File: src/hdl/sise_regs.vh
// Cause code constants and state encodings for the interrupt status encoder
`ifndef SISE_REGS_VH
`define SISE_REGS_VH
// Group nibbles
`define SISE_GRP_RESET 4'h0
`define SISE_GRP_OK 4'h1
`define SISE_GRP_PAUSE 4'h2
`define SISE_GRP_TERM 4'h4
`define SISE_GRP_SVC 4'h8
// Cause codes
`define SISE_C_RST_BASIC 8'h00
`define SISE_C_RST_ADV 8'h01
`define SISE_C_RESEL_OK 8'h10
`define SISE_C_SEL_OK 8'h11
`define SISE_C_CFG_MASTER 8'h12
`define SISE_C_TGT_OK 8'h13
`define SISE_C_TGT_OK_ATN 8'h14
`define SISE_C_CFG_XFER_OK 8'h15
`define SISE_C_SELXFER_OK 8'h16
`define SISE_C_CFG_NONE 8'h17
`define SISE_C_XFER_OK 8'h18
`define SISE_C_MSGIN_PAUSE 8'h20
`define SISE_C_SAVE_PTR 8'h21
`define SISE_C_DISC_ABORT 8'h22
`define SISE_C_TGT_ABORT 8'h23
`define SISE_C_TGT_ABORT_ATN 8'h24
`define SISE_C_PROTO_ABORT 8'h25
`define SISE_C_TAG_MISS 8'h26
`define SISE_C_ID_MISS 8'h27
`define SISE_C_BAD_CMD 8'h40
`define SISE_C_DISCONNECT 8'h41
`define SISE_C_TIMEOUT 8'h42
`define SISE_C_PARITY 8'h43
`define SISE_C_PARITY_ATN 8'h44
`define SISE_C_CFG_NO_CD 8'h45
`define SISE_C_WRONG_ID 8'h46
`define SISE_C_STAT_PARITY 8'h47
`define SISE_C_BAD_PHASE 8'h48
// Reset value of the latched cause
`define SISE_CAUSE_RST 8'h00
// Connection states
`define SISE_ST_DISC 2'h0
`define SISE_ST_TGT 2'h1
`define SISE_ST_INIT 2'h2
`define SISE_ST_CFG 2'h3
// Event numbers (one-hot index into the event vector)
`define SISE_EV_W 5'h1C
`define SISE_E_RST 0
`define SISE_E_RESEL 1
`define SISE_E_SEL 2
`define SISE_E_CFGSEL 3
`define SISE_E_TGTDONE 4
`define SISE_E_SDISC 5
`define SISE_E_CFGXFER 6
`define SISE_E_SELXFER 7
`define SISE_E_XFERDONE 8
`define SISE_E_MSGIN 9
`define SISE_E_SAVEPTR 10
`define SISE_E_DABORT 11
`define SISE_E_TABORT 12
`define SISE_E_ATNABORT 13
`define SISE_E_PROTO 14
`define SISE_E_TAGMISS 15
`define SISE_E_IDMISS 16
`define SISE_E_BADCMD 17
`define SISE_E_DISC 18
`define SISE_E_TMO 19
`define SISE_E_PARITY 20
`define SISE_E_NOCD 21
`define SISE_E_WRONGID 22
`define SISE_E_STPAR 23
`define SISE_E_BADPH 24
`define SISE_E_HWRST 25
`endif

File: src/hdl/sise_qual.v
// Qualifier helper: group nibble plus optional phase or ATN qualifier
`timescale 1ns/10ps
`default_nettype none
module sise_qual (
   // Base code and qualifiers
   input wire [7:0] base_i,
   input wire [2:0] phase_i,
   input wire add_phase_i,
   input wire atn_i,
   input wire add_atn_i,
   // Result
   output wire [7:0] code_o
);
   // Phase goes into low three bits, ATN bumps the code by one
   assign code_o = add_phase_i ? {base_i[7:3], phase_i} :
                   (add_atn_i ? (base_i + {7'h00, atn_i}) : base_i);
endmodule
`default_nettype wire

File: src/hdl/sise_hold.v
// Hold register: latched cause code that stands until read or reset
`timescale 1ns/10ps
`default_nettype none
`include "sise_regs.vh"
module sise_hold (
   // Clock and reset
   input wire ref_clk_i,
   input wire rst_n_i,
   // Load and release
   input wire load_i,
   input wire [7:0] code_i,
   input wire read_i,
   // Held state
   output reg [7:0] code_o,
   output reg pend_o
);
   // A new cause is taken only when no interrupt is pending or a read comes in the same cycle
   always @(posedge ref_clk_i) begin
      if (!rst_n_i) begin
         code_o <= `SISE_CAUSE_RST;
         pend_o <= 1'b0;
      end else if (load_i && (!pend_o || read_i)) begin
         code_o <= code_i;
         pend_o <= 1'b1;
      end else if (read_i) begin
         pend_o <= 1'b0;
      end
   end
endmodule
`default_nettype wire

File: src/hdl/sise_top.v
// Interrupt cause encoder: turns core events into an 8-bit cause code
//
// Contract
// - Hard reset or basic Reset command gives 00 and disconnected state
// - From disconnected: Reselect done gives 10 target, Select 11 initiator
// - Config select: 12 into config state if master answered, else 17
// - Target command success gives 13 or 14 by ATN; disconnect-send 13 only
// - Config transfer success gives 15
// - Select-and-transfer success gives 16
// - Initiator transfer done outside message-in gives 18 plus phase
// - Message-in transfer pauses with ACK held, code 20
// - Save-pointer message during select-and-transfer gives 21
// - Aborted Select, Reselect or wait-select while disconnected gives 22
// - Target aborts give 23 with ATN negated, 24 for ATN causes
// - Target protocol breach abort gives 25
// - Tag mismatch on reselection: hold ACK, store tag, code 26
// - Advanced ID or LUN mismatch: hold ACK, expose ID and LUN, 27
// - Unaccepted command code gives 40 from any state
// - Unexpected disconnect 41 then disconnected; timeout 42 disconnected
// - Terminating parity error gives 43 or 44 by ATN
// - C/D negated at config transfer done gives 45, disconnected
// - Non-advanced wrong-ID reselection gives 46, moves to initiator from any state
// - Status byte parity error in select-and-transfer gives 47
// - Unexpected requested phase gives 48 plus phase
// - Upper nibble selects group: reset, success, pause, terminate
// - Phase field is MSG, C/D, I/O; one means asserted
// - Latched code stands until host reads it or reset
`timescale 1ns/10ps
`default_nettype none
`include "sise_regs.vh"
module sise_top (
   // Clock and reset
   input wire ref_clk_i,
   input wire rst_n_i,
   // Mode and bus signals from the core
   input wire adv_mode_i,
   input wire atn_i,
   input wire bus_msg_i,
   input wire bus_cd_i,
   input wire bus_io_i,
   // Completion and error events, one-cycle pulses
   input wire ev_reset_cmd_i,
   input wire ev_resel_done_i,
   input wire ev_sel_done_i,
   input wire ev_cfg_sel_done_i,
   input wire cfg_master_i,
   input wire ev_tgt_done_i,
   input wire ev_send_disc_done_i,
   input wire ev_cfg_xfer_done_i,
   input wire ev_selxfer_done_i,
   input wire ev_xfer_done_i,
   input wire ev_save_ptr_i,
   input wire ev_abort_i,
   input wire ev_ident_err_i,
   input wire ev_atn_halt_i,
   input wire ev_proto_err_i,
   input wire ev_tag_miss_i,
   input wire [7:0] rx_tag_i,
   input wire ev_id_miss_i,
   input wire [2:0] resel_id_i,
   input wire [2:0] resel_lun_i,
   input wire ev_bad_cmd_i,
   input wire ev_disconnect_i,
   input wire ev_timeout_i,
   input wire ev_parity_i,
   input wire ev_status_parity_i,
   input wire ev_bad_phase_i,
   // Host read strobe for the cause code
   input wire host_read_i,
   // Cause code and interrupt
   output reg [7:0] cause_o,
   output reg intrq_o,
   // Connection state
   output reg [1:0] conn_state_o,
   // Held ACK and captured registers
   output reg ack_hold_o,
   output reg [7:0] tag_o,
   output reg [2:0] src_id_o,
   output reg src_id_valid_o,
   output reg [2:0] lun_o
);
   ////////////////////////////////////////////////////////////////////
   // Phase field and event vector
   wire [2:0] bus_phase_field;
   wire msg_in_phase;
   wire in_disc;
   wire in_tgt;
   wire in_init;
   wire [`SISE_EV_W-1:0] ev;
   reg hw_rst_r;
   assign bus_phase_field = {bus_msg_i, bus_cd_i, bus_io_i};
   assign msg_in_phase = (bus_phase_field == 3'h7);
   assign in_disc = (conn_state_o == `SISE_ST_DISC);
   assign in_tgt = (conn_state_o == `SISE_ST_TGT);
   assign in_init = (conn_state_o == `SISE_ST_INIT);

   // First cycle after reset release reports the hard reset
   always @(posedge ref_clk_i) begin
      if (!rst_n_i) begin
         hw_rst_r <= 1'b1;
      end else begin
         hw_rst_r <= 1'b0;
      end
   end

   // State-gated events, except resets, misses, save-pointer, select-and-transfer, parity, timeout, command and phase errors
   assign ev[`SISE_E_RST] = ev_reset_cmd_i;
   assign ev[`SISE_E_RESEL] = ev_resel_done_i & in_disc;
   assign ev[`SISE_E_SEL] = ev_sel_done_i & in_disc;
   assign ev[`SISE_E_CFGSEL] = ev_cfg_sel_done_i & in_disc;
   assign ev[`SISE_E_TGTDONE] = ev_tgt_done_i & in_tgt;
   assign ev[`SISE_E_SDISC] = ev_send_disc_done_i & in_tgt;
   assign ev[`SISE_E_CFGXFER] = ev_cfg_xfer_done_i &
                               (conn_state_o == `SISE_ST_CFG);
   assign ev[`SISE_E_SELXFER] = ev_selxfer_done_i;
   assign ev[`SISE_E_XFERDONE] = ev_xfer_done_i & in_init & ~msg_in_phase;
   assign ev[`SISE_E_MSGIN] = ev_xfer_done_i & in_init & msg_in_phase;
   assign ev[`SISE_E_SAVEPTR] = ev_save_ptr_i;
   assign ev[`SISE_E_DABORT] = ev_abort_i & in_disc;
   assign ev[`SISE_E_TABORT] = (ev_abort_i | ev_ident_err_i) & in_tgt;
   assign ev[`SISE_E_ATNABORT] = ev_atn_halt_i & in_tgt;
   assign ev[`SISE_E_PROTO] = ev_proto_err_i & in_tgt;
   assign ev[`SISE_E_TAGMISS] = ev_tag_miss_i;
   assign ev[`SISE_E_IDMISS] = ev_id_miss_i & adv_mode_i;
   assign ev[`SISE_E_BADCMD] = ev_bad_cmd_i;
   assign ev[`SISE_E_DISC] = ev_disconnect_i & (in_tgt | in_init);
   assign ev[`SISE_E_TMO] = ev_timeout_i;
   assign ev[`SISE_E_PARITY] = ev_parity_i;
   assign ev[`SISE_E_NOCD] = ev_cfg_xfer_done_i & ~bus_cd_i &
                            (conn_state_o == `SISE_ST_CFG);
   assign ev[`SISE_E_WRONGID] = ev_id_miss_i & ~adv_mode_i;
   assign ev[`SISE_E_STPAR] = ev_status_parity_i;
   assign ev[`SISE_E_BADPH] = ev_bad_phase_i;
   assign ev[`SISE_E_HWRST] = hw_rst_r;
   assign ev[`SISE_EV_W-1:`SISE_E_HWRST+1] = 2'b00;

   ////////////////////////////////////////////////////////////////////
   // Priority encoder: resets first, then terminations, pauses, success
   reg [7:0] base_nxt;
   reg add_phase_nxt;
   reg add_atn_nxt;
   reg hit_nxt;
   reg [1:0] state_nxt;
   always @* begin
      base_nxt = `SISE_CAUSE_RST;
      add_phase_nxt = 1'b0;
      add_atn_nxt = 1'b0;
      hit_nxt = 1'b1;
      state_nxt = conn_state_o;
      if (ev[`SISE_E_HWRST]) begin
         base_nxt = `SISE_C_RST_BASIC;
         state_nxt = `SISE_ST_DISC;
      end else if (ev[`SISE_E_RST]) begin
         base_nxt = adv_mode_i ? `SISE_C_RST_ADV : `SISE_C_RST_BASIC;
         state_nxt = `SISE_ST_DISC;
      end else if (ev[`SISE_E_BADCMD]) begin
         base_nxt = `SISE_C_BAD_CMD;
      end else if (ev[`SISE_E_DISC]) begin
         base_nxt = `SISE_C_DISCONNECT;
         state_nxt = `SISE_ST_DISC;
      end else if (ev[`SISE_E_TMO]) begin
         base_nxt = `SISE_C_TIMEOUT;
         state_nxt = `SISE_ST_DISC;
      end else if (ev[`SISE_E_STPAR]) begin
         base_nxt = `SISE_C_STAT_PARITY;
      end else if (ev[`SISE_E_PARITY]) begin
         base_nxt = `SISE_C_PARITY;
         add_atn_nxt = 1'b1;
      end else if (ev[`SISE_E_NOCD]) begin
         base_nxt = `SISE_C_CFG_NO_CD;
         state_nxt = `SISE_ST_DISC;
      end else if (ev[`SISE_E_WRONGID]) begin
         base_nxt = `SISE_C_WRONG_ID;
         state_nxt = `SISE_ST_INIT;
      end else if (ev[`SISE_E_BADPH]) begin
         base_nxt = `SISE_C_BAD_PHASE;
         add_phase_nxt = 1'b1;
      end else if (ev[`SISE_E_PROTO]) begin
         base_nxt = `SISE_C_PROTO_ABORT;
      end else if (ev[`SISE_E_ATNABORT]) begin
         base_nxt = `SISE_C_TGT_ABORT_ATN;
      end else if (ev[`SISE_E_TABORT]) begin
         base_nxt = `SISE_C_TGT_ABORT;
         add_atn_nxt = 1'b1;
      end else if (ev[`SISE_E_DABORT]) begin
         base_nxt = `SISE_C_DISC_ABORT;
      end else if (ev[`SISE_E_IDMISS]) begin
         base_nxt = `SISE_C_ID_MISS;
         state_nxt = `SISE_ST_INIT;
      end else if (ev[`SISE_E_TAGMISS]) begin
         base_nxt = `SISE_C_TAG_MISS;
         state_nxt = `SISE_ST_INIT;
      end else if (ev[`SISE_E_SAVEPTR]) begin
         base_nxt = `SISE_C_SAVE_PTR;
      end else if (ev[`SISE_E_MSGIN]) begin
         base_nxt = `SISE_C_MSGIN_PAUSE;
      end else if (ev[`SISE_E_XFERDONE]) begin
         base_nxt = `SISE_C_XFER_OK;
         add_phase_nxt = 1'b1;
      end else if (ev[`SISE_E_SELXFER]) begin
         base_nxt = `SISE_C_SELXFER_OK;
      end else if (ev[`SISE_E_CFGXFER]) begin
         base_nxt = `SISE_C_CFG_XFER_OK;
      end else if (ev[`SISE_E_SDISC]) begin
         base_nxt = `SISE_C_TGT_OK;
      end else if (ev[`SISE_E_TGTDONE]) begin
         base_nxt = `SISE_C_TGT_OK;
         add_atn_nxt = 1'b1;
      end else if (ev[`SISE_E_CFGSEL]) begin
         base_nxt = cfg_master_i ? `SISE_C_CFG_MASTER :
                    `SISE_C_CFG_NONE;
         state_nxt = cfg_master_i ? `SISE_ST_CFG : `SISE_ST_DISC;
      end else if (ev[`SISE_E_SEL]) begin
         base_nxt = `SISE_C_SEL_OK;
         state_nxt = `SISE_ST_INIT;
      end else if (ev[`SISE_E_RESEL]) begin
         base_nxt = `SISE_C_RESEL_OK;
         state_nxt = `SISE_ST_TGT;
      end else begin
         hit_nxt = 1'b0;
      end
   end

   // Qualifier merge; group nibble comes from the base code
   wire [7:0] code_w;
   sise_qual u_qual (
      .base_i(base_nxt),
      .phase_i(bus_phase_field),
      .add_phase_i(add_phase_nxt),
      .atn_i(atn_i),
      .add_atn_i(add_atn_nxt),
      .code_o(code_w)
   );

   ////////////////////////////////////////////////////////////////////
   // Hold of the cause; a reset event overrides a pending code
   wire [7:0] held_w;
   wire pend_w;
   wire force_w;
   wire take_w;
   assign force_w = ev[`SISE_E_HWRST] | ev[`SISE_E_RST];
   // Refused events must leave ACK and captures alone as well
   assign take_w = !pend_w || host_read_i || force_w;
   sise_hold u_hold (
      .ref_clk_i(ref_clk_i),
      .rst_n_i(rst_n_i),
      .load_i(hit_nxt),
      .code_i(code_w),
      .read_i(host_read_i | force_w),
      .code_o(held_w),
      .pend_o(pend_w)
   );

   // Registered outputs
   always @(posedge ref_clk_i) begin
      if (!rst_n_i) begin
         cause_o <= `SISE_CAUSE_RST;
         intrq_o <= 1'b0;
      end else begin
         cause_o <= held_w;
         intrq_o <= pend_w & ~host_read_i;
      end
   end

   // Connection state follows each accepted event
   always @(posedge ref_clk_i) begin
      if (!rst_n_i) begin
         conn_state_o <= `SISE_ST_DISC;
      end else if (hit_nxt && take_w) begin
         conn_state_o <= state_nxt;
      end
   end

   // Held ACK and captured tag, ID and LUN
   always @(posedge ref_clk_i) begin
      if (!rst_n_i) begin
         ack_hold_o <= 1'b0;
         tag_o <= 8'h00;
         src_id_o <= 3'h0;
         src_id_valid_o <= 1'b0;
         lun_o <= 3'h0;
      end else begin
         if (take_w && (ev[`SISE_E_MSGIN] || ev[`SISE_E_TAGMISS] ||
             ev[`SISE_E_IDMISS])) begin
            ack_hold_o <= 1'b1;
         end else if (host_read_i || force_w) begin
            ack_hold_o <= 1'b0;
         end
         if (take_w && ev[`SISE_E_TAGMISS]) begin
            tag_o <= rx_tag_i;
         end
         if (take_w && ev[`SISE_E_IDMISS]) begin
            src_id_o <= resel_id_i;
            src_id_valid_o <= 1'b1;
            lun_o <= resel_lun_i;
         end else if (force_w) begin
            src_id_valid_o <= 1'b0;
         end
      end
   end
endmodule
`default_nettype wire

File: config.mk
export PLATFORM = sky130hd
export DESIGN_NAME = sise_top
export DESIGN_NICKNAME = d
export VERILOG_FILES = /design/src/hdl/sise_qual.v /design/src/hdl/sise_hold.v /design/src/hdl/sise_top.v
export VERILOG_INCLUDE_DIRS = /design/src /design/src/hdl
export SDC_FILE = /design/constraint.sdc
export NUM_CORES = 1
export LEC_CHECK = 0
export ABC_CLOCK_PERIOD_IN_PS = 6040
export BUFFER_PORTS_ARGS = -buffer_cell sky130_fd_sc_hd__buf_4
export CORE_ASPECT_RATIO = 0.8
export CORE_MARGIN = 1
export CORE_UTILIZATION = 55
export CTS_BUF_LIST = sky130_fd_sc_hd__clkbuf_2 sky130_fd_sc_hd__clkbuf_4 sky130_fd_sc_hd__clkbuf_8
export DETAILED_ROUTE_END_ITERATION = 10
export PLACE_DENSITY = 0.88
export SETUP_SLACK_MARGIN = 0.2
export SLEW_MARGIN = 15
export SYNTH_ARGS = -nofsm -noshare
export SYNTH_HDL_FRONTEND = slang
export SYNTH_SLANG_ARGS = --single-unit
export TNS_END_PERCENT = 50
File: constraint.sdc
create_clock -name ref_clk_i -period 6.04 [get_ports ref_clk_i]
set_input_delay 0.604 -clock ref_clk_i [delete_from_list [all_inputs] [get_ports ref_clk_i]]
set_output_delay 0.604 -clock ref_clk_i [all_outputs]
set_load 0.01 [all_outputs]
### After elaboration in Yosys (flattened, before gate mapping)

Cells that the tools add are included.

| storage, ports and cells | value |
|---|---|
| flip-flop bits (word level) | 37 |
| latch bits | 0 |
| memories | 0 |
| output and inout bits | 27 |
| ROM bits | 0 |
| logic and storage cells | 208 |
| bits in writable memories | 0 |

| operators by class | value |
|---|---|
| eq/ne operators | 19 |
| shifts and indexed selects | 0 |
| reduce and logical (&&, ||, !) cells | 18 |
| magnitude comparators | 0 |
| $mul | 0 |
| $add $sub $neg | 1 |
| mux-type cells | 132 |
| bitwise logic cells | 27 |
| div/mod/pow operators | 0 |

Operators with widths:

| kind | count |
|---|---|
| 1-bit two-way mux | 76 |
| 7-bit two-way mux | 10 |
| 2-bit two-way mux | 27 |
| 6-bit two-way mux | 8 |
| 9-bit by 4-bit inequality test with 1-bit output, second input constant | 5 |
| 5-bit two-way mux | 8 |
| 7-bit by 3-bit inequality test with 1-bit output, second input constant | 5 |
| 1-bit bitwise AND | 19 |
| 9-bit by 2-bit inequality test with 1-bit output, second input constant | 2 |
| 17-bit AND reduction | 1 |
| 8-bit two-way mux | 2 |
| 11-bit nonzero test | 1 |
| 5-bit by 3-bit inequality test with 1-bit output, second input constant | 2 |
| 7-bit by 1-bit adder with 8-bit output | 1 |
| 1-bit logical OR | 6 |
| 2-bit nonzero test | 3 |
| 1-bit logical AND | 5 |
| 2-bit equality test, second input constant | 2 |
| 1-bit NOT | 4 |
| 1-bit OR | 4 |
| 3-bit equality test, second input constant | 1 |
| 3-bit two-way mux | 1 |
| 3-bit by 2-bit inequality test with 1-bit output, second input constant | 1 |
| 2-bit by 1-bit equality test with 1-bit output, second input constant | 1 |
| other kinds (2) | 2 |

### Longest topological paths before layout

Gate-level depths: netlist of the first run.

| logic depth | value |
|---|---|
| depth after elaboration | 31 |
| depth in mapped cells | 12 |
| mapped depth without buffers | 11 |

### By module

Synthesis of the first run repeated with hierarchy kept, for this count alone.

| unflattened totals | value |
|---|---|
| cell total of the unflattened synthesis | 258 |
| area, all modules | 2097.0 um2 |

Modules (own cells, without submodules):

| module | area each (um2) | instances | cells an instance |
|---|---|---|---|
| sise_top | 1534.0 | 1 | 193 |
| sise_hold | 376.6 | 1 | 39 |
| sise_qual | 186.4 | 1 | 26 |

### Worst setup path before layout of the first run

Ideal clock, no wire load.

| path | value |
|---|---|
| path kind | reg-to-reg |
| start | reg conn_state_o[0] |
| end | reg u_hold.code_o[6] |
| clock period less this slack | 2.340 ns |
| path slack | 3.700 ns |
| setup time | 0.115 ns |
| data required time | 5.925 ns |
| stages on the path, launching flop included | 9 |
| buffers on the path | 0 |
| arrival | 2.225 ns |
| cell sequence | dfxtp_1 > inv_1 > ha_1 > a2111oi_4 > nand4bb_2 > nor4_4 > nor2_4 > and3_1 > o21a_1 |

| on the way | value |
|---|---|
| word-level cells in the longest chain between the ends | 31 |
| elaborated cells between the ends (all ways) | 118 |
| classes of those cells | 1 x add/sub; 3 x eq/ne; 96 x mux; 16 x bitwise; 2 x reduce/logical |

Ends and longest elaborated chain:

| what | RTL line | RTL |
|---|---|---|
| start, declared | sise_top.v:74 | `output reg [1:0] conn_state_o,` |
| start signal, assigned | sise_top.v:268 | `` conn_state_o <= `SISE_ST_DISC; `` |
| start signal, assigned | sise_top.v:270 | `conn_state_o <= state_nxt;` |
| 2-bit logical NOT (no source line) | - |  |
| 1-bit bitwise AND | sise_top.v:108 | `` assign ev[`SISE_E_RESEL] = ev_resel_done_i & in_disc; `` |
| 5-bit two-way mux | sise_top.v:216 | `` end else if (ev[`SISE_E_RESEL]) begin `` |
| 5-bit two-way mux | sise_top.v:213 | `` end else if (ev[`SISE_E_SEL]) begin `` |
| 5-bit two-way mux | sise_top.v:209 | `` end else if (ev[`SISE_E_CFGSEL]) begin `` |
| 5-bit two-way mux | sise_top.v:206 | `` end else if (ev[`SISE_E_TGTDONE]) begin `` |
| 5-bit two-way mux | sise_top.v:204 | `` end else if (ev[`SISE_E_SDISC]) begin `` |
| 5-bit two-way mux | sise_top.v:202 | `` end else if (ev[`SISE_E_CFGXFER]) begin `` |
| [15 not listed] | - |  |
| 7-bit two-way mux | sise_top.v:161 | `` end else if (ev[`SISE_E_TMO]) begin `` |
| 7-bit two-way mux | sise_top.v:158 | `` end else if (ev[`SISE_E_DISC]) begin `` |
| 7-bit two-way mux | sise_top.v:156 | `` end else if (ev[`SISE_E_BADCMD]) begin `` |
| 7-bit two-way mux | sise_top.v:153 | `` end else if (ev[`SISE_E_RST]) begin `` |
| 7-bit two-way mux | sise_top.v:150 | `` if (ev[`SISE_E_HWRST]) begin `` |
| 7-bit by 1-bit adder with 8-bit output | sise_qual.v:16 | `(add_atn_i ? (base_i + {7'h00, atn_i}) : base_i);` |
| 8-bit two-way mux | sise_qual.v:16 |  |
| 8-bit two-way mux | sise_qual.v:15 | `assign code_o = add_phase_i ? {base_i[7:3], phase_i} :` |
| end signal, assigned | sise_hold.v:20 | `` code_o <= `SISE_CAUSE_RST; `` |
| end signal, assigned | sise_hold.v:23 | `code_o <= code_i;` |
| end, declared | sise_hold.v:14 | `output reg [7:0] code_o,` |

Parallel ways exist; a longest one is shown, timed or not.
A chain may end at the register's enable or synchronous reset.

### Worst setup path in the final report of the first run

| path | value |
|---|---|
| start | reg conn_state_o[1] |
| end | reg u_hold.code_o[1] |

| on the way | value |
|---|---|
| word-level cells in the longest chain between the ends | 30 |
| elaborated cells between the ends (all ways) | 117 |
| classes of those cells | 1 x add/sub; 3 x eq/ne; 95 x mux; 16 x bitwise; 2 x reduce/logical |

Ends and longest elaborated chain:

| what | RTL line | RTL |
|---|---|---|
| 2-bit logical NOT (no source line) | - |  |
| 1-bit bitwise AND | sise_top.v:109 | `` assign ev[`SISE_E_SEL] = ev_sel_done_i & in_disc; `` |
| 5-bit two-way mux | sise_top.v:213 |  |
| 5-bit two-way mux | sise_top.v:209 |  |
| 5-bit two-way mux | sise_top.v:206 |  |
| 5-bit two-way mux | sise_top.v:204 |  |
| 5-bit two-way mux | sise_top.v:202 |  |
| 5-bit two-way mux | sise_top.v:200 | `` end else if (ev[`SISE_E_SELXFER]) begin `` |
| [14 not listed] | - |  |
| 7-bit two-way mux | sise_top.v:161 |  |
| 7-bit two-way mux | sise_top.v:158 |  |
| 7-bit two-way mux | sise_top.v:156 |  |
| 7-bit two-way mux | sise_top.v:153 |  |
| 7-bit two-way mux | sise_top.v:150 |  |
| 7-bit by 1-bit adder with 8-bit output | sise_qual.v:16 |  |
| 8-bit two-way mux | sise_qual.v:16 |  |
| 8-bit two-way mux | sise_qual.v:15 |  |

Parallel ways exist; a longest one is shown, timed or not.

==> results of run 1 <==
-- cell usage in the layout (no fill, tap or decap), types with 2 or more instances in the layout --
| master | Yosys | layout |
|---|---|---|
| a211oi_1 | 3 | 3 |
| a21bo_2 | 2 | 2 |
| a21o_1 | 5 | 5 |
| a21oi_1 | 19 | 19 |
| a221oi_1 | 2 | 2 |
| a31oi_1 | 2 | 2 |
| and2_1 | 9 | 9 |
| and3b_1 | 2 | 2 |
| buf_4 | 1 | 72 |
| bufinv_16 | 0 | 2 |
| clkbuf_8 | 0 | 5 |
| dfxtp_1 | 37 | 37 |
| ha_1 | 6 | 6 |
| inv_1 | 7 | 7 |
| mux2i_1 | 8 | 8 |
| nand2_1 | 25 | 25 |
| nand3_1 | 14 | 14 |
| nand3b_1 | 4 | 4 |
| nand4b_1 | 3 | 3 |
| nor2_1 | 14 | 14 |
| nor2b_1 | 3 | 3 |
| nor3_1 | 2 | 2 |
| nor4_1 | 3 | 3 |
| nor4b_1 | 3 | 3 |
| o211a_1 | 2 | 2 |
| o21a_1 | 4 | 4 |
| o21ai_0 | 10 | 10 |
| o31ai_1 | 5 | 5 |
-- state kept, by name, indices dropped and copies added (netlist names) --
signal / flops
conn_state_o: 2
src_id_o: 3
cause_o: 8
intrq_o: 1
lun_o: 3
hw_rst_r: 1
u_hold.code_o: 8
u_hold.pend_o: 1
tag_o: 8
src_id_valid_o: 1
ack_hold_o: 1
-- layer usage --
layer  wire (um)  GRT usage [%]  vias up
li1            -              -      982
met1        2250           38.4      901
met2        2410           46.1      104
met3         556           9.71        8
met4          60           6.12        0
met5           0              0        -
-- where the power goes --
| group | total, uW | switching (uW) | internal [uW] |
|---|---|---|---|
| clock network | 250 | 86.4 | 164 |
| registers | 258 | 4.86 | 253 |
| logic | 94.5 | 48.0 | 46.5 |
| total | 603 | 139 | 463 |
-- stage by stage --
stage	setup WS (ns)	cell area, um2	utilization (%)	hold WS (ns)
floorplan	3.70	1960	-	0.421
global placement	3.50	2530	73.9	0.428
detailed placement	3.48	2530	73.9	0.435
CTS	3.40	2670	77.9	0.454
global route	3.22	2670	77.9	0.471
finish	3.38	2670	77.9	0.449
-- cell type report --
type / instances / area, um2 / area share, %
Inverter: 7 / 26.3 / 0.986
Tap cell: 42 / 52.6 / 1.97
Timing Repair Buffer: 72 / 541 / 20.3
Clock inverter: 3 / 65.1 / 2.44
Sequential cell: 37 / 741 / 27.8
Multi-Input combinational cell: 176 / 1170 / 43.9
Clock buffer: 5 / 68.8 / 2.58
-- critical path: cells and delay by family (launching register included) --
kind	cells	cell delay, ns
AO/OA/AOI/OAI	6	1.34
adder cells (fa/ha/maj)	2	0.69
buffers and inverters	2	0.16
flip-flops	1	0.35
-- Yosys cell counts (4+ instances only) --
cell type,count
nand3b_1,4
nand3_1,14
nand2_1,25
and2_1,9
o21ai_0,10
mux2i_1,8
ha_1,6
a21o_1,5
dfxtp_1,37
inv_1,7
a21oi_1,19
clkbuf_1,5
o21a_1,4
nor2_1,14
o31ai_1,5
-- kinds of logic after synthesis --
group	synth area share (%)
fa+ha+maj	3.82
compound gates	22.7
mux	4.08
flops	37.7
simple gates	29.0
buf+inv	2.68
-- how the worst min path moves through the flow --
stage	start	endpoint	depth (start not counted)
after floorplan	u_hold.code_o[6]	cause_o[6]	1
after global placement	u_hold.code_o[0]	cause_o[0]	1
after detailed placement	u_hold.code_o[5]	cause_o[5]	1
after CTS	u_hold.code_o[5]	cause_o[5]	1
after global routing	u_hold.code_o[4]	cause_o[4]	1
final	u_hold.code_o[5]	cause_o[5]	1
==> flow_metrics.py, run 1 <==
metrics = {
    "timing": {
        "hold_viol": 0,
        "tightest_slew_ns": 0.644,
        "period_share_pct": 44.0,
        "setup_viol": 0,
        "rsz0062_at_grt": "false",
        "drv_slew": 0,
        "fmax_mhz": 376,
        "fin_skew_ns": 0.00423,
        "period_needed_ns": 2.66,
        "timing.setup.tns_ns": 0,
        "maxSlewHeadroom_pct": 56.5,
    },
    "global_route": {
        "grt_pass1_wl_mm": 8.41,
        "grt_usage_pct": 29.2,
        "antenna_found_initial": 0,
        "grt_pass1_vias": 1838,
        "grt_overflow": 0,
        "grt_start_max_net_pins": 23,
    },
    "clock_tree": {
        "cts_made_buffers": 5,
        "post-cts-setup-buffers": 0,
        "cts_hold_buf": 0,
        "clock_path_buffers": 2,
        "cts_resized": 0,
        "cts_tree": "done",
        "clock_sinks": 37,
        "h-tree-depth": 2,
        "clk_pin_slew_ns": 0.07,
        "clk_latency_ns": 0.28,
        "cts-root-buf": "clkbuf_8",
    },
    "routing": {
        "firstDrtPassIters": 4,
        "via_count": 1995,
        "finalWirelength_mm": 5.28,
        "antenna_left": 0,
        "drc_errors": 0,
        "via_per_inst": 5.83,
        "wire_per_inst_um": 15.4,
        "drtIter0Drc": 134,
    },
    "yosys": {
        "avgSynthCellArea_um2": 8.69,
        "synth_edf_count": 0,
        "ys.flop_type": "dfxtp_1",
        "synthArstFlopShare_pct": 0,
        "syn_area_um2": 1960,
        "ys_types": 53,
        "synth_top_area_share_pct": 37.7,
        "syn_nets": 277,
        "synth.yosys.seq_area_share_pct": 37.7,
        "netlist_top_cells_area": "dfxtp_1, a21oi_1, nand2_1",
        "ys_seq_elements": 37,
        "synth_top_area_cell": "dfxtp_1",
        "netlist_instances": 226,
        "yosys_warnings": 0,
    },
    "place": {
        "io_buffers": 71,
        "dpl.hpwl_mm": 3.98,
        "gp_congestion": 1.03,
        "dp_cells": 334,
    },
    "critical_path": {
        "cpMaxStageDelayCell": "a221oi_1",
        "required_ns": 6.20,
        "r2r_end": "u_hold.code_o[1]",
        "cp-end-kind": "flop",
        "r2r_start": "conn_state_o[1]",
        "r2r_setup_slack_ns": 3.38,
        "path_class": "flop to flop",
        "max_stage_delay_ns": 0.48,
        "crit_fanout": 11,
        "worst_setup_path_start_kind": "flop",
        "arrival_ns": 2.82,
        "cp-startpoint": "conn_state_o[1]",
        "rr_worst_depth": 10,
        "critPathCapture": "u_hold.code_o[1]",
        "crit_chain": "inv_1, ha_1, o21ai_1, a221oi_1, o311ai_0, a221oi_1, ha_1, inv_1, a21bo_2, a31oi_1",
    },
    "finish": {
        "n_antenna_cell": 0,
        "area_growth_pct": 35.7,
        "fillers": 251,
        "fin_cells": 342,
        "layout.nets": 350,
        "drive_gt1_share_pct": 30.3,
    },
    "power": {
        "p_leak_uw": 0.00119,
        "ir_drop_mv": 0.179,
        "p_per_area_nw_per_um2": 226,
        "power_uw": 603,
    },
    "floorplan": {
        "die_area_um2": 3820,
        "ios": 72,
        "initial_utilization_pct": 57.4,
        "rows": 19,
        "dieWidth_um": 68.8,
        "coreArea_um2": 3420,
        "dieHeight_um": 55.5,
    },
    "worst_hold_path": {
        "hold_path_class": "flop to flop",
    },
    "status": {
        "outcome": "finished, final reports clean",
    },
    "run": {
        "cap_viol_max_count": 0,
    },
}
(Power assumes the default switching activity.)
==> run 2, diff against run 1 <==
ABC_AREA = 1   (was unset)
ABC_CLOCK_PERIOD_IN_PS = 2100   (was 6040)
CORE_UTILIZATION = 46   (was 55)
PLACE_DENSITY = 0.78   (was 0.88)
clock period = 2.1 ns   (was 6.04 ns; I/O delays follow)
==> run 2 against run 1 <==
Highest routed layer unchanged. The run now ends with negative setup slack left. Largest power group unchanged. Sequential share of layout area is 3.8 points lower. First-iteration DRC count is 35% higher. Clock power is 94% higher. Count of clock-buffer cells in the layout is 1 higher. Via count is 14% higher. Synthesized cell count is 27% higher. Global-route usage is 1.4 points lower. Core utilization is 2.1 points higher.
==> flow_metrics.py, run 2 <==
metrics = {
    "status": {
        "outcome": "finished, violations left",
        "violations": "negative setup slack",
    },
    "yosys": {
        "synthAdderAreaFrac_pct": 3.89,
        "synth.area.mux_share_pct": 0,
        "synthArstFlopShare_pct": 0,
        "yosys_warnings": 0,
        "synth_edf_count": 0,
        "synth_top_area_cell": "dfxtp_1",
        "synth_top_family_by_area": "simple AND/OR/NAND/NOR gates",
        "synthSimpleGateAreaFrac_pct": 31.6,
        "ys.flop_type": "dfxtp_1",
        "syn_nets": 337,
        "netlist_instances": 286,
        "syn_area_um2": 1930,
        "synthXorXnorAreaFrac_pct": 0,
        "synth_top_area_share_pct": 38.4,
        "synth.yosys.seq_area_share_pct": 38.4,
        "synth_compound_area_share_pct": 15.6,
        "ys_types": 32,
        "post-synth-top-count-cell": "nand2_1",
        "ys_seq_elements": 37,
        "netlist_top_cells_area": "dfxtp_1, nand2_1, nor2_1",
        "synth_common_cells": "nand2_1, nor2_1, inv_1",
        "avgSynthCellArea_um2": 6.75,
    },
    "floorplan": {
        "dieHeight_um": 59.9,
        "coreArea_um2": 3900,
        "dieWidth_um": 74.4,
        "rows": 20,
        "initial_utilization_pct": 49.4,
        "ios": 72,
        "die_area_um2": 4460,
    },
    "critical_path": {
        "crit_chain": "inv_4, ha_4, nand3_4, nand2_4, o21ai_2, nand2_1, nand2_1, nand2_1, nand2_1, nand2_1, nand2_1, nand2_1, nand2_1, nand2_1, nand2_1, nand2_1, nand2_2, a21oi_4, ha_4, ha_4, o211ai_1, a21oi_1",
        "r2r_end": "u_hold.code_o[1]",
        "r2r_setup_slack_ns": -0.30,
        "cp_num_buf_inv": 1,
        "timing.critical_path.mode_cell": "nand2_1",
        "cp_top_family": "simple AND/OR/NAND/NOR gates",
        "cp-end-kind": "flop",
        "path_class": "flop to flop",
        "worst_setup_path_start_kind": "flop",
        "required_ns": 2.28,
        "cp-startpoint": "conn_state_o[0]",
        "rr_worst_depth": 22,
        "cpMaxStageDelayCell": "dfxtp_4",
        "crit_fanout": 4,
        "max_stage_delay_ns": 0.37,
        "r2r_start": "conn_state_o[0]",
        "arrival_ns": 2.57,
    },
    "routing": {
        "antenna_left": 0,
        "via_count": 2282,
        "finalWirelength_mm": 6.09,
        "drc_errors": 0,
        "firstDrtPassIters": 4,
        "via_per_inst": 5.03,
        "wire_per_inst_um": 13.4,
        "drtIter0Drc": 181,
    },
    "global_route": {
        "grt_pass1_vias": 1948,
        "antenna_found_initial": 0,
        "grt_start_max_net_pins": 25,
        "grt_overflow": 0,
        "grt_usage_pct": 27.8,
        "grt_pass1_wl_mm": 9.22,
    },
    "clock_tree": {
        "h-tree-depth": 2,
        "clock_path_buffers": 2,
        "cts_tree": "done",
        "clock_sinks": 37,
        "cts-root-buf": "clkbuf_8",
        "cts_made_buffers": 5,
        "clk_pin_slew_ns": 0.07,
        "clk_latency_ns": 0.28,
    },
    "timing": {
        "worst_slack_ns": -0.296,
        "rsz0062_at_grt": "true",
        "timing.hold.ws_ns": 0.102,
        "fmax_mhz": 417,
        "tightest_slew_ns": 0.546,
        "drv_slew": 0,
        "hold_viol": 0,
        "maxSlewHeadroom_pct": 63.2,
        "setup_viol": 3,
        "fin_skew_ns": 0.00778,
        "period_needed_ns": 2.40,
        "period_share_pct": 114,
        "timing.setup.tns_ns": -0.875,
    },
    "finish": {
        "final_cell_mix": "buf_4, nand2_1, nor2_1",
        "drive_gt1_share_pct": 42.1,
        "area_growth_pct": 61.7,
        "layout.nets": 449,
        "n_antenna_cell": 0,
        "layout_commonest_cell": "buf_4",
        "reg.largest.list": "cause_o x8, tag_o x8, u_hold.code_o x8",
        "utilization_pct": 79.9,
    },
    "worst_hold_path": {
        "hold_path_end": "intrq_o",
        "hold_path_class": "primary input to flop",
        "holdPathStages": 2,
        "min-delay-start": "host_read_i",
    },
    "run": {
        "cap_viol_max_count": 0,
    },
    "power": {
        "seqPwrFrac_pct": 46.0,
        "p_per_area_nw_per_um2": 522,
        "switchingPower_uw": 462,
        "clkPwrFrac_pct": 29.8,
        "internal-power_uw": 1170,
        "p_comb_share_pct": 24.1,
        "ir_drop_mv": 0.493,
        "p_leak_uw": 0.00162,
        "p_sw_share_pct": 28.4,
    },
    "place": {
        "dpl.hpwl_mm": 4.47,
        "io_buffers": 71,
        "gp_congestion": 0.913,
    },
}
==> run 2: cell types whose count changed in the layout (fill, tap and decap cells not counted), sizes merged, moves of 5 or more <==
| cell | change |
|---|---|
| and2 | -9 |
| inv | +42 |
| nand3 | -6 |
| nor3 | +5 |
| a21o | -5 |
| buf | +35 |
| mux2i | -8 |
| nand2 | +34 |
| nor2 | +40 |
| o21ai | +17 |
==> run 2: per-layer routing <==
metal / track usage [%] / share of wire, % / vias up
li1: - / - / 1141
met1: 39.8 / 47 / 1039
met2: 43.2 / 45 / 96
met3: 7.42 / 8.2 / 6
met4: 2.43 / 0.41 / 0
met5: 0 / 0 / -
==> run 2: what timing repair did <==
action                     in CTS  in global routing
gates resized for setup        23                 15
setup endpoints to repair      11                 16
pin swaps                      19                 19
setup buffers                  10                  4
hold buffers                    0                  0
==> run 2: power groups by stage <==
stage	Clock [uW]	Sequential, uW	Combinational (uW)
finish	486	749	393
CTS	491	749	372
global placement	0	762	335
floorplan	0	775	143
global route	523	753	426
detailed placement	0	764	338
==> run 2: cells by family after synthesis <==
logic type / after synthesis
AOI/OAI and AO/OA: 54
adders and majority gates: 6
buffers and inverters: 53
DFF: 37
and+or+nand+nor: 136
==> run 2: worst max-delay path by stage <==
stage,cells after the start,slack (ns),endpoint
2_1_floorplan,23,-0.14,u_hold.code_o[1]
3_3_place_gp,23,-0.27,u_hold.code_o[1]
3_5_place_dp,25,-0.34,u_hold.code_o[2]
4_1_cts,22,-0.26,u_hold.code_o[1]
5_1_grt,17,-0.49,u_hold.code_o[1]
6_report,22,-0.30,u_hold.code_o[1]
==> run 2: layout make-up <==
type	count	area, um2
Multi-Input combinational cell	196	1190
Timing Repair Buffer	107	831
Fill cell	283	783
Sequential cell	37	748
Inverter	51	199
Clock buffer	6	76.3
Tap cell	55	68.8
Clock inverter	2	10.0
==> run 2: through the flow <==
step | area, um2 | power (uW) | std cells | setup WS, ns
global placement | 2780 | 1100 | 432 | -0.267
global route | 3120 | 1700 | 454 | -0.490
CTS | 3030 | 1610 | 450 | -0.257
detailed placement | 2780 | 1100 | 432 | -0.344
finish | 3120 | 1630 | 454 | -0.296
floorplan | 2010 | 918 | 286 | -0.138
==> run 3, diff against run 2 <==
REMOVE_ABC_BUFFERS = 1   (was unset)
==> run 3 against run 2 <==
The flow still finishes with violations (negative setup slack). Cell count increased by 0.88%. Count of clock-buffer cells in the layout unchanged. Global-route usage increased by 0.30 points. Wire length increased by 3.1%. Critical path depth increased by 2.
==> flow_metrics.py, run 3 (synthesized netlist as in run 2, its figures left out) <==
metrics = {
    "run": {
        "cap_viol_max_count": 0,
    },
    "clock_tree": {
        "h-tree-depth": 2,
        "cts_made_buffers": 5,
        "cts_hold_buf": 0,
        "clock_sinks": 37,
        "clock_path_buffers": 2,
        "cts_tree": "done",
        "cts-root-buf": "clkbuf_8",
        "clk_pin_slew_ns": 0.07,
        "clk_latency_ns": 0.29,
    },
    "power": {
        "p_sw_share_pct": 26.6,
        "switchingPower_uw": 468,
        "ir_drop_mv": 0.417,
        "internal-power_uw": 1290,
        "seqPwrFrac_pct": 42.6,
        "clkPwrFrac_pct": 35.3,
        "p_comb_share_pct": 22.1,
        "p_leak_uw": 0.00163,
        "power_uw": 1760,
        "p_per_area_nw_per_um2": 561,
    },
    "place": {
        "dpl.hpwl_mm": 4.18,
        "placed_cell_area_um2": 2750,
        "io_buffers": 71,
        "preCtsSetupSlack_ns": -0.432,
        "gp_congestion": 0.905,
        "dp_cells": 440,
    },
    "global_route": {
        "antenna_found_initial": 0,
        "grt_usage_pct": 28.1,
        "grt_pass1_vias": 2044,
        "grt_pass1_wl_mm": 9.28,
        "grt_start_max_net_pins": 25,
        "grt_overflow": 0,
    },
    "finish": {
        "fin_cells": 458,
        "final_cell_mix": "buf_4, nand2_1, nor2_1",
        "layout_commonest_cell": "buf_4",
        "layout.nets": 453,
        "area_growth_pct": 62.3,
        "n_antenna_cell": 0,
        "final_area_um2": 3130,
        "drive_gt1_share_pct": 42.4,
        "fillers": 277,
        "reg.largest.list": "cause_o x8, tag_o x8, u_hold.code_o x8",
    },
    "routing": {
        "finalWirelength_mm": 6.28,
        "antenna_left": 0,
        "firstDrtPassIters": 4,
        "drtIter0Drc": 196,
        "drc_errors": 0,
        "via_per_inst": 5.13,
        "wire_per_inst_um": 13.7,
        "via_count": 2349,
    },
    "critical_path": {
        "crit_chain": "buf_6, ha_4, nand2_4, nand3_2, o21ai_1, nand2_1, nand2_1, nand2_1, nand2_1, nand2_1, nand2_1, nand2_1, nand2_1, nand2_1, nand2_1, nand2_1, nand2_2, a21oi_4, ha_4, ha_4, inv_2, o21ai_1, o221ai_1, o21ai_1",
        "cp_num_buf_inv": 2,
        "crit_fanout": 3,
        "path_class": "flop to flop",
        "timing.critical_path.mode_cell": "nand2_1",
        "cp-end-kind": "flop",
        "cpMaxStageDelayCell": "dfxtp_4",
        "max_stage_delay_ns": 0.38,
        "arrival_ns": 2.68,
        "cp_top_family": "simple AND/OR/NAND/NOR gates",
        "required_ns": 2.26,
        "worst_setup_path_start_kind": "flop",
    },
    "timing": {
        "setup_viol": 7,
        "period_needed_ns": 2.52,
        "fmax_mhz": 397,
        "tightest_slew_ns": 0.542,
        "maxSlewHeadroom_pct": 63.8,
        "hold_viol": 0,
        "drv_slew": 0,
        "rsz0062_at_grt": "true",
        "period_share_pct": 120,
        "worst_slack_ns": -0.417,
        "timing.hold.ws_ns": 0.105,
        "fin_skew_ns": 0.00934,
    },
    "floorplan": {
        "dieHeight_um": 59.9,
        "die_area_um2": 4460,
        "coreArea_um2": 3900,
        "initial_utilization_pct": 49.4,
        "ios": 72,
        "rows": 20,
        "dieWidth_um": 74.4,
    },
    "status": {
        "outcome": "finished, violations left",
        "violations": "negative setup slack",
    },
    "worst_hold_path": {
        "hold_path_class": "primary input to flop",
    },
}
run 3: final timing paths:
path | start | end | slack [ns] | cells after the start
min reg2reg | u_hold.code_o[7] | cause_o[7] | 0.42 | 2
min | host_read_i | intrq_o | 0.11 | 2
max | conn_state_o[0] | u_hold.code_o[2] | -0.42 | 24
max reg2reg | conn_state_o[0] | u_hold.code_o[2] | -0.42 | 24
run 3: layout make-up:
cell class              instances  area (um2)  share of cell area [%]
inverters                      51         196                    6.27
repair buffers                111         845                    27.0
flip-flops and latches         37         746                    23.8
well taps                      55        68.8                    2.20
clock buffers                   6        76.3                    2.44
multi-input cells             196        1160                    37.1
clock inverters                 2        38.8                    1.24
run 3: timing repair:
item	4_1_cts	5_1_grt
endpoints found under the setup margin	11	17
gates resized for setup	33	21
pin swaps	16	12
setup buffers	9	1
endpoints found under the hold margin	0	0
run 3: metrics by stage:
| step | util (%) | setup TNS (ns) |
|---|---|---|
| final | 80.2 | -1.30 |
| after CTS | 77.6 | -0.947 |
| after global routing | 80.2 | -2.75 |
| after detailed placement | 70.4 | -1.76 |
| after floorplan | - | -0.956 |
| after global placement | 70.4 | -1.31 |
run 3: power by group through the flow:
stage	registers, uW	logic [uW]	clock network [uW]
finish	749	388	621
global route	753	419	673
CTS	749	355	633
detailed placement	763	334	0
global placement	763	329	0
floorplan	775	131	0
run 3: per-layer routing:
metal  wire length (um)  GRT usage [%]
met5                  0              0
met4                152           8.89
met3                612           7.76
met2               2860           44.0
met1               2650           37.4
